<file path="src/core/itc_pkg.sv">
package itc_pkg;
	// Sources, table geometry and service codes
	localparam int NUM_HW = 15;
	localparam int NUM_SW = 64;
	localparam int VBASE_W = 20;
	localparam int TABLE_WORDS = 352;
	localparam int SLOT_WORDS = 4;
	localparam logic [VBASE_W-1:0] TRAP_OFFSET = 20'h00004;
	localparam logic [VBASE_W-1:0] HW_OFFSET0 = 20'h00014;
	localparam logic [VBASE_W-1:0] SW_OFFSET0 = 20'h00060;
	localparam logic [3:0] CODE_IDLE = 4'hF;
	localparam logic [3:0] CODE_TRAP = 4'hD;
	localparam logic [3:0] CODE_SW = 4'hC;
	localparam logic [3:0] CODE_HW0 = 4'h1;
	localparam int ACK_CYCLES = 3;
	localparam logic [2*NUM_HW-1:0] PRIO_RESET = 30'h00000000;
	localparam logic [1:0] PRIO_OFF = 2'h0;
	localparam logic [1:0] NO_LEVEL = 2'h0;
	// Bit position of source 0 in the priority and status words
	localparam int FIELD_LSB = 2;
	localparam int STATUS_LSB = 1;

	typedef enum logic [1:0] {
		ITC_IDLE = 2'h0,
		ITC_ACK = 2'h1,
		ITC_RUN = 2'h3
	} itc_state_type;

	// Vector of a slot index, each slot four words
	function automatic logic [VBASE_W-1:0] itc_vector(
		input logic [VBASE_W-1:0] base,
		input logic [VBASE_W-1:0] offset,
		input logic [6:0] index);
		logic [VBASE_W-1:0] idx;
		idx = {{(VBASE_W-7){1'b0}}, index};
		itc_vector = base + offset + (idx << 2);
	endfunction
endpackage

</file>
<file path="src/core/itc_core.sv">
`timescale 1ns/1ps
module itc_core (
	input wire logic clock_in,
	input wire logic rst_n_in,
	input wire logic [itc_pkg::NUM_HW-1:0] hw_event_in,
	input wire logic trap_pin_in,
	input wire logic interruptible_in,
	input wire logic [19:0] pc_in,
	input wire logic irq_global_on_instr_in,
	input wire logic irq_global_off_instr_in,
	input wire logic irq_return_in,
	input wire logic trap_return_in,
	input wire logic sw_call_in,
	input wire logic [5:0] sw_index_in,
	input wire logic [19:0] vbase_in,
	input wire logic vbase_we_in,
	input wire logic prio_a_we_in,
	input wire logic prio_b_we_in,
	input wire logic [19:0] prio_wdata_in,
	input wire logic status_we_in,
	input wire logic [19:0] status_wdata_in,
	input wire logic [3:0] pin_mux_select_field_in,
	input wire logic [3:0] general_io_bit_in,
	output logic [19:0] int_priority_ctrl_a_out,
	output logic [19:0] int_priority_ctrl_b_out,
	output logic [19:0] status_out,
	output logic [19:0] vbase_out,
	output logic irq_global_en_out,
	output logic redirect_out,
	output logic [19:0] redirect_addr_out,
	output logic [19:0] irq_return_reg_out,
	output logic [19:0] trap_return_reg_out,
	output logic in_trap_out,
	output logic [1:0] run_level_out,
	output logic service_ack_pin_out,
	output logic [3:0] service_code_pins_out
);
	localparam int N = itc_pkg::NUM_HW;
	localparam int FL = itc_pkg::FIELD_LSB;

	logic trap_sync;
	logic trap_prev_ff;
	logic [2*N-1:0] prio_ff;
	logic [N-1:0] pend_ff;
	logic [19:0] vbase_ff;
	logic gie_ff;
	logic in_trap_ff;
	logic [1:0] level_ff;
	logic [1:0] saved_level_ff;
	logic [3:0] code_ff;
	logic [3:0] saved_code_ff;
	logic [19:0] pi_ff;
	logic [19:0] ptrap_ff;
	logic redirect_ff;
	logic [19:0] addr_ff;
	logic [3:0] pins_ff;
	logic [19:0] prio_a_ff;
	logic [19:0] prio_b_ff;
	logic ack_start;
	logic ack_q;
	itc_pkg::itc_state_type state_ff;
	itc_pkg::itc_state_type nxt_state;

	logic trap_req;
	logic take_trap;
	logic take_sw;
	logic take_hw;
	logic hw_found;
	logic [3:0] hw_sel;
	logic [1:0] hw_lvl;
	logic [N-1:0] pend_clr;

	////////////////////////////////////////////////////////////////
	itc_sync u_trap_sync (
		.clock_in(clock_in),
		.rst_n_in(rst_n_in),
		.async_in(trap_pin_in),
		.sync_out(trap_sync)
	);

	itc_ack_timer #(.CYCLES(itc_pkg::ACK_CYCLES)) u_ack (
		.clock_in(clock_in),
		.rst_n_in(rst_n_in),
		.start_in(ack_start),
		.ack_out(ack_q)
	);

	////////////////////////////////////////////////////////////////
	// trap edge on pin
	always_ff @(posedge clock_in) begin
		if (!rst_n_in) begin
			trap_prev_ff <= 1'b0;
		end else begin
			trap_prev_ff <= trap_sync;
		end
	end
	assign trap_req = trap_sync && !trap_prev_ff;

	always_comb begin
		logic [1:0] lv;
		lv = 2'h0;
		hw_found = 1'b0;
		hw_sel = 4'h0;
		hw_lvl = itc_pkg::NO_LEVEL;
		for (int i = N - 1; i >= 0; i--) begin
			lv = prio_ff[2*i +: 2];
			if (pend_ff[i] && lv != itc_pkg::PRIO_OFF && lv >= hw_lvl) begin
				hw_found = 1'b1;
				hw_sel = 4'(i);
				hw_lvl = lv;
			end
		end
	end

	assign take_trap = trap_req && !in_trap_ff && interruptible_in;
	assign take_sw = sw_call_in && !take_trap && !in_trap_ff;
	assign take_hw = hw_found && gie_ff && interruptible_in && !in_trap_ff
		&& !take_trap && !take_sw && (hw_lvl > level_ff);
	assign ack_start = take_trap || take_sw || take_hw;

	////////////////////////////////////////////////////////////////
	// priority fields
	always_ff @(posedge clock_in) begin
		if (!rst_n_in) begin
			prio_ff <= itc_pkg::PRIO_RESET;
		end else begin
			if (prio_a_we_in) begin
				prio_ff[17:0] <= prio_wdata_in[19:FL];
			end
			if (prio_b_we_in) begin
				prio_ff[29:18] <= prio_wdata_in[17:6];
			end
		end
	end

	always_ff @(posedge clock_in) begin
		if (!rst_n_in) begin
			prio_a_ff <= 20'h00000;
			prio_b_ff <= 20'h00000;
		end else begin
			prio_a_ff <= {prio_ff[17:0], 2'h0};
			prio_b_ff <= {2'h0, prio_ff[29:18], 6'h00};
		end
	end

	assign pend_clr = status_we_in ?
		status_wdata_in[N+itc_pkg::STATUS_LSB-1:itc_pkg::STATUS_LSB] :
		{N{1'b0}};

	always_ff @(posedge clock_in) begin
		if (!rst_n_in) begin
			pend_ff <= {N{1'b0}};
		end else begin
			for (int i = 0; i < N; i++) begin
				if (hw_event_in[i]) begin
					pend_ff[i] <= 1'b1;
				end else if (pend_clr[i] || (take_hw && hw_sel == 4'(i))) begin
					pend_ff[i] <= 1'b0;
				end
			end
		end
	end

	always_ff @(posedge clock_in) begin
		if (!rst_n_in) begin
			vbase_ff <= 20'h00000;
		end else if (vbase_we_in) begin
			vbase_ff <= vbase_in;
		end
	end

	always_ff @(posedge clock_in) begin
		if (!rst_n_in) begin
			gie_ff <= 1'b0;
		end else if (take_hw || take_sw || irq_global_off_instr_in) begin
			gie_ff <= 1'b0;
		end else if (irq_global_on_instr_in || irq_return_in) begin
			gie_ff <= 1'b1;
		end
	end

	always_ff @(posedge clock_in) begin
		if (!rst_n_in) begin
			in_trap_ff <= 1'b0;
		end else if (take_trap) begin
			in_trap_ff <= 1'b1;
		end else if (trap_return_in) begin
			in_trap_ff <= 1'b0;
		end
	end

	always_ff @(posedge clock_in) begin
		if (!rst_n_in) begin
			level_ff <= 2'h0;
			saved_level_ff <= 2'h0;
		end else if (take_hw) begin
			saved_level_ff <= level_ff;
			level_ff <= hw_lvl;
		end else if (irq_return_in && !in_trap_ff) begin
			level_ff <= saved_level_ff;
			saved_level_ff <= 2'h0;
		end
	end

	always_ff @(posedge clock_in) begin
		if (!rst_n_in) begin
			ptrap_ff <= 20'h00000;
		end else if (take_trap) begin
			ptrap_ff <= pc_in;
		end
	end

	always_ff @(posedge clock_in) begin
		if (!rst_n_in) begin
			pi_ff <= 20'h00000;
		end else if (take_sw || take_hw) begin
			pi_ff <= pc_in;
		end
	end

	always_ff @(posedge clock_in) begin
		if (!rst_n_in) begin
			redirect_ff <= 1'b0;
			addr_ff <= 20'h00000;
		end else begin
			redirect_ff <= ack_start;
			if (take_trap) begin
				addr_ff <= vbase_ff + itc_pkg::TRAP_OFFSET;
			end else if (take_sw) begin
				addr_ff <= itc_pkg::itc_vector(vbase_ff, itc_pkg::SW_OFFSET0,
					{1'b0, sw_index_in});
			end else if (take_hw) begin
				addr_ff <= itc_pkg::itc_vector(vbase_ff, itc_pkg::HW_OFFSET0,
					{3'h0, hw_sel});
			end
		end
	end

	always_ff @(posedge clock_in) begin
		if (!rst_n_in) begin
			code_ff <= itc_pkg::CODE_IDLE;
			saved_code_ff <= itc_pkg::CODE_IDLE;
		end else if (take_trap) begin
			saved_code_ff <= code_ff;
			code_ff <= itc_pkg::CODE_TRAP;
		end else if (take_sw) begin
			code_ff <= itc_pkg::CODE_SW;
		end else if (take_hw) begin
			code_ff <= itc_pkg::CODE_HW0 + hw_sel;
		end else if (trap_return_in && in_trap_ff) begin
			code_ff <= saved_code_ff;
		end else if (irq_return_in && !in_trap_ff) begin
			code_ff <= itc_pkg::CODE_IDLE;
		end
	end

	always_comb begin
		nxt_state = state_ff;
		unique case (state_ff)
			itc_pkg::ITC_IDLE: if (ack_start) nxt_state = itc_pkg::ITC_ACK;
			itc_pkg::ITC_ACK: if (!ack_q) nxt_state = itc_pkg::ITC_RUN;
			itc_pkg::ITC_RUN: begin
				if (ack_start) begin
					nxt_state = itc_pkg::ITC_ACK;
				end else if (code_ff == itc_pkg::CODE_IDLE) begin
					nxt_state = itc_pkg::ITC_IDLE;
				end
			end
			default: nxt_state = itc_pkg::ITC_IDLE;
		endcase
	end

	always_ff @(posedge clock_in) begin
		if (!rst_n_in) begin
			state_ff <= itc_pkg::ITC_IDLE;
		end else begin
			state_ff <= nxt_state;
		end
	end

	always_ff @(posedge clock_in) begin
		if (!rst_n_in) begin
			pins_ff <= 4'hF;
		end else if (pin_mux_select_field_in == 4'h0) begin
			pins_ff <= code_ff;
		end else begin
			pins_ff <= general_io_bit_in;
		end
	end

	////////////////////////////////////////////////////////////////
	always_ff @(posedge clock_in) begin
		if (!rst_n_in) begin
			status_out <= 20'h00000;
			vbase_out <= 20'h00000;
			irq_global_en_out <= 1'b0;
			in_trap_out <= 1'b0;
			run_level_out <= 2'h0;
			service_ack_pin_out <= 1'b0;
		end else begin
			status_out <= {4'h0, pend_ff, 1'b0};
			vbase_out <= vbase_ff;
			irq_global_en_out <= gie_ff;
			in_trap_out <= in_trap_ff;
			run_level_out <= level_ff;
			service_ack_pin_out <= ack_q;
		end
	end

	assign int_priority_ctrl_a_out = prio_a_ff;
	assign int_priority_ctrl_b_out = prio_b_ff;
	assign redirect_out = redirect_ff;
	assign redirect_addr_out = addr_ff;
	assign irq_return_reg_out = pi_ff;
	assign trap_return_reg_out = ptrap_ff;
	assign service_code_pins_out = pins_ff;
endmodule // itc_core

</file>
<file path="src/core/itc_ack_timer.sv">
`timescale 1ns/1ps
module itc_ack_timer #(
	parameter int CYCLES = 3
) (
	input wire logic clock_in,
	input wire logic rst_n_in,
	input wire logic start_in,
	output logic ack_out
);
	logic [3:0] count_ff;

	always_ff @(posedge clock_in) begin
		if (!rst_n_in) begin
			count_ff <= 4'h0;
		end else if (start_in) begin
			count_ff <= 4'(CYCLES);
		end else if (count_ff != 4'h0) begin
			count_ff <= count_ff - 4'h1;
		end
	end

	always_ff @(posedge clock_in) begin
		if (!rst_n_in) begin
			ack_out <= 1'b0;
		end else begin
			ack_out <= start_in || (count_ff > 4'h1);
		end
	end
endmodule // itc_ack_timer

</file>
<file path="src/core/itc_sync.sv">
`timescale 1ns/1ps
module itc_sync (
	input wire logic clock_in,
	input wire logic rst_n_in,
	input wire logic async_in,
	output logic sync_out
);
	logic meta_ff;

	always_ff @(posedge clock_in) begin
		if (!rst_n_in) begin
			meta_ff <= 1'b0;
			sync_out <= 1'b0;
		end else begin
			meta_ff <= async_in;
			sync_out <= meta_ff;
		end
	end
endmodule // itc_sync

</file>
<file path="config.mk">
export PLATFORM = sky130hd
export DESIGN_NAME = itc_core
export DESIGN_NICKNAME = d
export VERILOG_FILES = /design/src/core/itc_pkg.sv /design/src/core/itc_core.sv /design/src/core/itc_ack_timer.sv /design/src/core/itc_sync.sv
export SDC_FILE = /design/constraint.sdc
export NUM_CORES = 1
export LEC_CHECK = 0
export BUFFER_PORTS_ARGS = -buffer_cell sky130_fd_sc_hd__buf_2
export CAP_MARGIN = 20
export CORE_MARGIN = 8
export CORE_UTILIZATION = 40
export CTS_CLUSTER_DIAMETER = 40
export DETAILED_ROUTE_END_ITERATION = 7
export PLACE_DENSITY_LB_ADDON = 0.3
export SLEW_MARGIN = 0
export SYNTH_ARGS = -nofsm -noshare
export SYNTH_HDL_FRONTEND = slang
export SYNTH_SLANG_ARGS = --single-unit
</file>
<file path="constraint.sdc">
create_clock -name clock_in -period 21.2 [get_ports clock_in]
set_clock_uncertainty 0.2 [all_clocks]
set_input_delay 1.06 -clock clock_in [delete_from_list [all_inputs] [get_ports clock_in]]
set_output_delay 1.06 -clock clock_in [all_outputs]
set_load 0.02 [all_outputs]
</file>
**After elaboration in Yosys (flattened, before gate mapping)**

Index checks and enable logic that the tools add are counted.

- $mul: 0
- Equal/unequal tests: 14
- Shift operators: 0
- Muxes and demuxes: 93
- Add/subtract/negate cells: 7
- Reduce and logical (&&, ||, !) cells: 127
- Order comparisons: 17
- Bitwise gates (word level): 1
- Div/mod/pow operators: 0

Operators with widths:

| cell | count |
|---|---|
| $mux 4 | 19 |
| $reduce_bool 2->1 | 33 |
| $mux 20 | 3 |
| $logic_and 1x1->1 | 58 |
| $mux 1 | 47 |
| $mux 2 | 23 |
| $eq 4x4->1 const B | 7 |
| $ge 2x2->1 | 14 |
| $logic_or 1x1->1 | 21 |
| $add 20x3->20 const B | 1 |
| $add 20x5->20 const B | 1 |
| $add 20x6->20 | 1 |
| $add 20x7->20 const B | 1 |
| $add 20x8->20 | 1 |
| $eq 4x3->1 const B | 4 |
| $mux 15 | 1 |
| $eq 4x2->1 const B | 2 |
| $logic_not 4->1 | 2 |
| $reduce_bool 4->1 | 2 |
| $reduce_bool 3->1 | 2 |
| $reduce_or 2->1 | 3 |
| $reduce_bool 5->1 | 1 |
| $add 1x4->4 const A | 1 |
| $eq 4x1->1 const B | 1 |
| 7 further kinds | 10 |

- Input port bits: 122
- Memories kept: 0
- Bits in latches: 0
- Memory bits (writable): 0
- Logic and storage cells: 307
- Bits in read-only memories: 0
- Register bits: 237

**Logic depth before layout (Yosys ltp)**

Gate-level depths: netlist of run 1.

- Depth in word-level cells: 56
- Depth in mapped cells: 107
- Gate-level depth less buffers: 107

**Modules after synthesis**

A second synthesis of run 1 with hierarchy kept.

- Cells, all modules: 1126
- Area total of the unflattened synthesis: 10551.4 um2

Modules (own cells, without submodules):

| module | cells an instance | area an instance (um2) | instances |
|---|---|---|---|
| itc_core | 1098 | 10251.1 | 1 |
| itc_ack_timer | 24 | 247.7 | 1 |
| itc_sync | 4 | 52.6 | 1 |

**Worst setup path before layout of run 1**

No wires, ideal clock.

- Path type: register to register
- Start: register pend_ff[14]
- End: register addr_ff[16], in the netlist redirect_addr_out[16]
- Required time: 20883 ps
- Arrival: 18011 ps
- Slack: 2872 ps
- Buffers on the path: 0
- Cell stages (with the launch flop): 105
- Cells stage by stage: dfxtp_1 -> and2_1 -> ha_1 -> or3b_2 -> a32o_1 -> ha_1 -> nor2b_1 -> nor3_1 -> inv_1 -> a2111oi_0 -> or3_1 -> ha_1 -> nand2b_1 -> a41o_1 -> a32oi_1 -> o31ai_1 -> nand2_1 -> ha_1 -> (+69 left out) -> o21ai_0 -> o31a_1 -> o211ai_1 -> a21oi_1 -> inv_1 -> ha_1 -> inv_1 -> ha_1 -> a21o_1 -> a21oi_1 -> nor2b_1 -> o21ai_0 -> nor2_1 -> o311a_1 -> and2_1 -> nand3_1 -> xor2_1 -> o21ai_1

- Longest elaborated chain between the ends: 52
- Elaborated cells between the ends (all ways): 87
- Those cells by class: 1 x add/sub; 15 x order compare; 48 x mux; 23 x reduce/logical

Ends and longest elaborated chain:

| element | RTL line | RTL |
|---|---|---|
| start, declared | itc_core.sv:44 | `logic [N-1:0] pend_ff;` |
| start signal, assigned | itc_core.sv:152 | `pend_ff <= {N{1'b0}};` |
| $logic_and 1x1->1 (*) (2 in series) | itc_core.sv:107 | `if (pend_ff[i] && lv != itc_pkg::PRIO_OFF && lv >= hw_lvl) begin` |
| branches (longest 50 deep; another with $ge 2x2->1) | -- |  |
| end signal, assigned | itc_core.sv:228 | `addr_ff <= vbase_ff + itc_pkg::TRAP_OFFSET;` |
| end signal, assigned | itc_core.sv:230 | `addr_ff <= itc_pkg::itc_vector(vbase_ff, itc_pkg::SW_OFFSET0,` |
| end signal, assigned | itc_core.sv:233 | `addr_ff <= itc_pkg::itc_vector(vbase_ff, itc_pkg::HW_OFFSET0,` |
| end, declared | itc_core.sv:55 | `logic [19:0] addr_ff;` |

Every way passes the cells marked *. The select of a mux whose other input is x is not followed.
A chain may end at the register's enable or synchronous reset.

**Worst setup path in the final report of run 1**

Ends and elaborated chain as after synthesis.

==> out/results.tsv, run 1 <==
metric	value	unit
outcome	finished, final reports clean	
ys flop type	dfxtp_1	
final hold violations	0	
core box area	25000	um^2
via count	8693	
vias in the first global route	8491	
placed inst area	11600	um^2
CP required	21.39	ns
Design Area, Final	13000	um^2
H-tree Lvls	2	
Max Cap Violations	0	
clock edge transition at the registers on the reported setup and hold paths	0.06	ns
yosys warns	0	
most frequent cells in the layout	buf_2, dfxtp_1, nand2_1, and2_1, nor2b_1	
Synth Cell Area	10100	um^2
Slowest cell on crit path	or3b_2	
Worst Setup EP	redirect_addr_out[16]	
die area	30700	um^2
post-synth top area share	0.438	
Critical Path AT	19.94	ns
gp weighted congestion	0.853	
Largest stage delay, worst path	0.52	ns
Starting Density	0.405	
CP Class	register to register	
period utilization	0.932	
DR pass1 iterations	4	
layout cells sized above 1	0.254	
top post-synthesis cells by area	dfxtp_1, ha_1, nand2_1, mux2i_1, and2_1	
critical path endpoint category	register	
Remaining DRCs	0	
Pwr per Cell Area	95.1	nW/um^2
I/O pin count	272	
post-layout net count	1547	
Rel. slew slack	0.341	
clk buf depth	3	
Vert. Die Dim	175	um
CTS Sinks	222	
area growth from synthesis to final layout	27.7	%
first-pass GRT wire length	44.2	mm
Crit path top cell by count	ha_1	
total track usage	0.175	
initial antenna violation count	0	
Worst VDD drop	0.0000643	V
vias per cell	5.01	
FF+latch count, synth	222	
largest net degree at the start of global routing	138	
Slew Limit Fails	0	
Port Buf Inserts	249	
post-synthesis sequential area ratio	0.438	
clk root buf	clkbuf_16	
Routed Wire Length	28.3	mm
Critical Path Fanout Max	8	
Avg WL per Cell	16.3	um
post-DP HPWL	20.9	mm
Initial DRC Count	435	
CP Launch Type	register	
Post-DRT Antenna Nets	0	
Clk Latency, worst-skew pair	0.51	ns
commonest non-fill, non-tap cell in the layout	buf_2	
FF-to-FF path depth	105	
# hold bufs at CTS	0	
r2r startpoint	pend_ff[14]	
cells after synthesis	1134	
hold slack final	0.237	ns
number of flops mapped to enable cells by yosys	0	
FF-to-FF setup slack	1.45	ns
row cnt	58	
GRT overflow	0	
static leakage	5.93	nW
syn avg cell area	8.94	um^2
reg-to-reg endpoint	redirect_addr_out[16]	
CTS tree	done	
worst setup path start	pend_ff[14]	
f_max	50.6	MHz
Post-synth ARST share	0	
Hold/Removal Path Class	register to register	
actual slew at the worst max-slew pin	0.979	ns
Synth area leader	dfxtp_1	
CTS buffer count	36	
Layout Utilization	0.517	
Setup TNS Final	0	ns
Synth cell types	66	
endpoints failing setup	0	
Die X	175	um
Final min period	19.75	ns
per-stage QoR:
stage | total power, mW | instances | setup slack [ns]
3_5_place_dp | 0.644 | 1664 | 0.157
5_1_grt | 1.29 | 1734 | -0.0736
4_1_cts | 1.24 | 1729 | 0.0916
3_3_place_gp | 0.640 | 1664 | 0.627
6_report | 1.23 | 1735 | 1.45
2_1_floorplan | 0.588 | 1148 | 2.87
worst min path at each step:
stage / start / end / slack [ns] / cells past startpoint
floorplan: u_ack.ack_out / service_ack_pin_out / 0.21 / 1
global placement: u_trap_sync.meta_ff / u_trap_sync.sync_out / 0.22 / 1
detailed placement: u_trap_sync.meta_ff / u_trap_sync.sync_out / 0.22 / 1
CTS: u_trap_sync.meta_ff / u_trap_sync.sync_out / 0.24 / 1
global route: irq_return_reg_out[0] / irq_return_reg_out[0] / 0.26 / 2
finish: u_trap_sync.meta_ff / u_trap_sync.sync_out / 0.24 / 1
Yosys cell counts (7+ instances only):
cell        n
buf_4      17
dfxtp_1   222
a31oi_1    12
a21o_1      7
o21a_1     25
a21oi_1    43
nor3_1      8
and2_1     79
a21boi_0   23
nor2b_1    61
nand3_1    48
nand2_1   153
mux2i_1    55
o21ai_0    25
nor2_1     24
inv_1      49
and3_1     12
o21ai_1    35
ha_1       46
xor2_1     10
clkbuf_1   39
nand2b_1   20
xnor2_1    12
critical path, delay by kind of cell, from the launching register on:
kind                     cells  cell delay [ns]
adder cells (fa/ha/maj)     16             4.32
buffers and inverters        4             0.34
flip-flops                   1             0.37
multiplexers                 2             0.71
AO/OA/AOI/OAI               42             7.49
XOR/XNOR                     1             0.17
AND/OR/NAND/NOR             40             6.01
power breakdown:
group          internal (mW)  switching (mW)  total (mW)
clock                  0.375           0.216       0.591
combinational         0.0751           0.108       0.183
sequential             0.440          0.0182       0.458
total                  0.890           0.342        1.23
final cells by class:
cell class,instances,area [um^2]
Multi-Input combinational cell,810,5350
Clock inverter,25,304
Tap cell,330,413
Inverter,50,188
Clock buffer,40,936
Timing Repair Buffer,257,1310
Sequential cell,222,4450
Fill cell,2352,12100
Antenna cell,1,2.50
flip-flops by register name, summed over array words and instances (netlist names), 2 cells and up:
register and cells:
code_ff 4, int_priority_ctrl_a_out 18, int_priority_ctrl_b_out 12, irq_return_reg_out 20, level_ff 2, pend_ff 15
prio_ff 30, redirect_addr_out 20, run_level_out 2, saved_code_ff 4, saved_level_ff 2, service_code_pins_out 4
status_out 15, trap_return_reg_out 20, u_ack.count_ff 4, vbase_ff 20, vbase_out 20
kinds of logic after synthesis:
| kind of cell | after synthesis | synth area share |
|---|---|---|
| flip-flops | 222 | 0.438 |
| XOR/XNOR | 22 | 0.0190 |
| AND/OR/NAND/NOR | 427 | 0.215 |
| AO/OA/AOI/OAI | 238 | 0.157 |
| adder cells (fa/ha/maj) | 49 | 0.0617 |
| multiplexers | 59 | 0.0587 |
| buffers and inverters | 116 | 0.0498 |
| other | 1 | 0.000370 |
metal layers:
| metal | GRT usage | vias up | wire (um) |
|---|---|---|---|
| met4 | 0.0583 | 0 | 692 |
| met3 | 0.0501 | 53 | 2140 |
| li1 | - | 4384 | - |
| met1 | 0.219 | 3982 | 12400 |
| met5 | 0 | - | 0 |
| met2 | 0.287 | 274 | 13000 |
what timing repair did:
action,in CTS,in global routing
buffers inserted,0,5
endpoints found under the setup margin,0,70
resized for setup,0,25
(Power assumes the default switching activity.)
==> run 2, diff against run 1 <==
--- a/config.mk
+++ b/config.mk
@@ -5,7 +5,7 @@
 export SDC_FILE = /design/constraint.sdc
 export NUM_CORES = 1
 export LEC_CHECK = 0
-export BUFFER_PORTS_ARGS = -buffer_cell sky130_fd_sc_hd__buf_2
+export BUFFER_PORTS_ARGS = -buffer_cell sky130_fd_sc_hd__buf_4
 export CAP_MARGIN = 20
 export CORE_MARGIN = 8
 export CORE_UTILIZATION = 40
==> run 2 against run 1 <==
  * Design area is 4.6% higher
  * Sequential share of layout area down 1.5 points
  * Routed wire length increased by 1.9%
  * Core utilization up 2.4 points
  * Total power decreased by 1.3%
  * Worst setup slack better by 0.056 ns
  * Critical endpoint is now redirect_addr_out[18]
==> out/results.tsv, run 2 (same netlist as run 1, synthesis figures left out) <==
metric	value	unit
outcome	finished, final reports clean	
final setup margin	1.50	ns
CTS buffer count	34	
I/O pin count	272	
antenna fix cells	0	
Vert. Die Dim	175	um
f_max	50.8	MHz
via count	8719	
Critical Path Fanout Max	8	
post-layout net count	1549	
area growth from synthesis to final layout	33.6	%
Internal Power	0.883	mW
H-tree Lvls	2	
Slowest cell on crit path	or3b_2	
total track usage	0.179	
placed inst area	12200	um^2
Starting Density	0.405	
Routed Wire Length	28.8	mm
CP Launch Type	register	
family with the most delay on the worst path	compound AO/OA/AOI/OAI gates	
Initial DRC Count	534	
NetSw	0.333	mW
GRT overflow	0	
hold slack final	0.226	ns
area of the multi-input gates	5370	um^2
Remaining DRCs	0	
Largest stage delay, worst path	0.52	ns
worst setup path start	pend_ff[14]	
clock edge transition at the registers on the reported setup and hold paths	0.06	ns
switching part of the total power	0.274	
core box area	25000	um^2
post-DP HPWL	21.1	mm
initial antenna violation count	0	
# hold bufs at CTS	0	
actual slew at the worst max-slew pin	0.875	ns
Setup TNS Final	0	ns
Placement Setup Slack	0.294	ns
CTS Sinks	222	
# fillers	2329	
Pwr per Cell Area	89.7	nW/um^2
Max Cap Violations	0	
Avg WL per Cell	16.6	um
vias per cell	5.03	
clk root buf	clkbuf_16	
Reg power frac	0.377	
CTS tree	done	
Crit path top cell by count	ha_1	
CP required	21.39	ns
max reg flops	30	
Worst VDD drop	0.0000547	V
Critical Path AT	19.88	ns
gp weighted congestion	0.834	
Comb pwr share	0.162	
Die X	175	um
row cnt	58	
die area	30700	um^2
Layout Utilization	0.541	
largest net degree at the start of global routing	133	
Rel. slew slack	0.417	
FF+latch area	4450	um^2
Min-Delay Startpoint	u_trap_sync.meta_ff	
static leakage	6.04	nW
DR pass1 iterations	7	
r2r startpoint	pend_ff[14]	
final hold violations	0	
clk buf depth	3	
CP Class	register to register	
Hold/Removal Path Class	register to register	
Design Area, Final	13600	um^2
Post-DRT Antenna Nets	0	
most frequent cells in the layout	buf_4, dfxtp_1, nand2_1, and2_1, nor2b_1	
vias in the first global route	8453	
Slew Limit Fails	0	
Port Buf Inserts	249	
Final min period	19.70	ns
commonest non-fill, non-tap cell in the layout	buf_4	
first-pass GRT wire length	44.8	mm
critical path endpoint category	register	
buffers and inverters on the worst path	5	
Clk network pwr share	0.461	
Reg with most FFs	prio_ff	
layout cells sized above 1	0.254	
Clk Latency, worst-skew pair	0.51	ns
period utilization	0.929	
endpoints failing setup	0	
[run 2: changes by cell type in the layout (fill, tap and decap cells not counted), moves of 2 or more]
cell / previous run / this run
clkbuf_16: 36 / 34
clkbuf_8: 2 / 5
buf_2: 248 / 0
clkinvlp_4: 5 / 2
buf_4: 8 / 259
clkinv_2: 4 / 2
[run 2: layout make-up]
type,count,area share
Multi-Input combinational cell,810,0.396
Clock buffer,42,0.0687
Sequential cell,222,0.328
Timing Repair Buffer,261,0.146
Inverter,50,0.0138
Clock inverter,19,0.0172
Tap cell,330,0.0305
[run 2: worst paths after layout]
check,endpoint,slack (ns),depth (start not counted)
worst max-delay path,redirect_addr_out[18],1.50,105
worst min-delay path,u_trap_sync.sync_out,0.23,1
worst max register to register,redirect_addr_out[18],1.50,105
worst min register to register,u_trap_sync.sync_out,0.23,1
[run 2: metrics by stage]
step           cells  total power, mW
2_1_floorplan   1148            0.588
6_report        1734             1.22
3_3_place_gp    1664            0.653
5_1_grt         1734             1.27
4_1_cts         1725             1.22
3_5_place_dp    1664            0.657
[run 2: repair_timing]
item | 4_1_cts | 5_1_grt
hold endpoints to repair | 0 | 0
setup endpoints to repair | 0 | 70
gates resized for setup | 0 | 27
setup buffers | 0 | 7
[run 2: per-layer routing]
layer,track usage,vias to the layer above,routed length [um]
li1,-,4380,-
met1,0.221,4023,12600
met2,0.295,266,13400
met3,0.0520,50,2100
met4,0.0558,0,678
met5,0,-,0
[run 2: power groups by stage]
| stage | clock network [mW] | logic, mW | registers [mW] |
|---|---|---|---|
| after detailed placement | 0 | 0.190 | 0.467 |
| after global routing | 0.591 | 0.220 | 0.461 |
| after global placement | 0 | 0.187 | 0.466 |
| after floorplan | 0 | 0.111 | 0.476 |
| final | 0.560 | 0.197 | 0.459 |
| after CTS | 0.573 | 0.191 | 0.458 |
==> run 3, diff against run 2 <==
==> constraint.sdc (replaced) <==
create_clock -name clock_in -period 16.1 [get_ports clock_in]
set_clock_uncertainty 0.2 [all_clocks]
set_input_delay 0.805 -clock clock_in [delete_from_list [all_inputs] [get_ports clock_in]]
set_output_delay 0.805 -clock clock_in [all_outputs]
set_load 0.02 [all_outputs]
==> run 3 against run 2 <==
  * The run now ends with negative setup slack left
  * Largest cell class unchanged
  * Register-to-register slack lost 3.0 ns
  * Global-route usage grew 2.1 points
  * Combinational power grew 95%
  * Total power grew 38%
  * Critical path type unchanged
  * Core utilization grew 7.7 points
  * First-iteration DRC count grew 18%
  * Critical path depth shrank 1
  * Worst setup slack lost 3.0 ns
  * Sequential cell count is the same
  * Sequential share of layout area shrank 4.1 points
==> out/results.tsv, run 3 (same netlist as run 1, synthesis figures left out) <==
metric	value	unit
first-pass GRT wire length	50.6	mm
family with the most delay on the worst path	compound AO/OA/AOI/OAI gates	
row cnt	58	
RSZ-0062 raised after global routing	yes	
layout cells sized above 1	0.398	
Routed Wire Length	33.4	mm
Design Area, Final	15500	um^2
met2 GRT Util	0.335	
critical path endpoint category	register	
CTS tree	done	
Critical Path AT	17.89	ns
Port Buf Inserts	249	
Critical Path Fanout Max	3	
post-layout net count	1693	
switching part of the total power	0.287	
clk buf depth	3	
Starting Density	0.405	
static leakage	6.95	nW
Crit path top cell by count	nand2b_4	
GRT met1 Usage	0.252	
Placement Setup Slack	-1.69	ns
actual slew at the worst max-slew pin	1.05	ns
period utilization	1.10	
Hold EP	gie_ff	
f_max	56.7	MHz
Vert. Die Dim	175	um
CTS buffer count	30	
Final min period	17.63	ns
Pwr per Cell Area	108	nW/um^2
Min-Delay Startpoint	irq_global_off_instr_in	
final std cells w/o fill	1877	
# fillers	2131	
via count	9583	
Reg with most FFs	prio_ff	
worst setup path start	pend_ff[14]	
clock edge transition at the registers on the reported setup and hold paths	0.06	ns
I/O pin count	272	
Initial DRC Count	630	
placed inst area	13200	um^2
DR pass1 iterations	5	
H-tree Lvls	1	
worst hold path stage count	2	
Remaining DRCs	0	
failing checks	negative setup slack	
Die X	175	um
r2r startpoint	pend_ff[14]	
largest net degree at the start of global routing	117	
GRT overflow	0	
FF-to-FF setup slack	-1.53	ns
outcome	finished with violations	
core box area	25000	um^2
buffers and inverters on the worst path	4	
Post-DRT Antenna Nets	0	
most frequent cells in the layout	buf_4, dfxtp_1, nand2_1, and2_1, nor2b_1	
Slew Limit Fails	0	
NetSw	0.481	mW
CP Launch Type	register	
Clk Latency, worst-skew pair	0.56	ns
Pwr Total	1.68	mW
area growth from synthesis to final layout	52.7	%
vias per cell	5.11	
global routing's busiest layer	met2	
reg-to-reg endpoint	redirect_addr_out[14]	
Setup TNS Final	-70.72	ns
Internal Power	1.20	mW
Worst VDD drop	0.0000761	V
endpoints failing setup	70	
GR Layer Usage met3	0.0471	
Clk network pwr share	0.410	
Layout Utilization	0.619	
Max Cap Violations	0	
initial antenna violation count	1	
max reg flops	30	
Slowest cell on crit path	or3b_4	
gp weighted congestion	0.865	
Reg power frac	0.361	
CP required	16.36	ns
Hold/Removal Path Class	primary input to register	
FF-to-FF path depth	104	
clk root buf	clkbuf_16	
CP Class	register to register	
vias in the first global route	9656	
total track usage	0.200	
post-DP HPWL	22.9	mm
Largest stage delay, worst path	0.42	ns
final setup margin	-1.53	ns
CTS Sinks	222	
Comb pwr share	0.229	
cell count after placement	1747	
Rel. slew slack	0.300	
hold slack final	0.200	ns
Avg WL per Cell	17.8	um
die area	30700	um^2
final hold violations	0	
commonest non-fill, non-tap cell in the layout	buf_4	
==> run 3: how the worst max path moves through the flow <==
stage                             to  slack (ns)  depth (start not counted)
2_1_floorplan  redirect_addr_out[16]       -0.95                        104
3_3_place_gp   redirect_addr_out[13]       -0.98                        101
3_5_place_dp   redirect_addr_out[13]       -1.69                        103
4_1_cts        redirect_addr_out[13]       -1.28                        103
5_1_grt        redirect_addr_out[16]       -2.51                        105
6_report       redirect_addr_out[14]       -1.53                        104
==> run 3: repair_timing <==
item / 4_1_cts / 5_1_grt
cloned: 4 / 4
buffers inserted: 43 / 23
pin swaps: 74 / 39
setup endpoints to repair: 70 / 70
resized for setup: 69 / 46
hold buffers: 0 / 0
==> run 3: layout make-up <==
type | count | area (um^2) | area share
sequential | 222 | 4450 | 0.287
clock inverter | 22 | 269 | 0.0174
timing repair buffer | 406 | 3230 | 0.209
inverter | 50 | 190 | 0.0123
multi-input combinational | 813 | 6150 | 0.397
tap | 330 | 413 | 0.0267
antenna | 1 | 2.50 | 0.000162
clock buffer | 33 | 782 | 0.0505
==> run 3: power groups by stage <==
| stage | registers [mW] | logic, mW | clock network, mW |
|---|---|---|---|
| 2_1_floorplan | 0.628 | 0.173 | 0 |
| 3_3_place_gp | 0.614 | 0.306 | 0 |
| 3_5_place_dp | 0.615 | 0.312 | 0 |
| 4_1_cts | 0.603 | 0.345 | 0.699 |
| 5_1_grt | 0.608 | 0.416 | 0.723 |
| 6_report | 0.605 | 0.384 | 0.687 |
==> run 3: metal layers <==
metal | vias up | part of all wire
met1 | 4554 | 0.44
met3 | 61 | 0.071
met2 | 294 | 0.47
met4 | 0 | 0.021
li1 | 4674 | -
met5 | - | 0
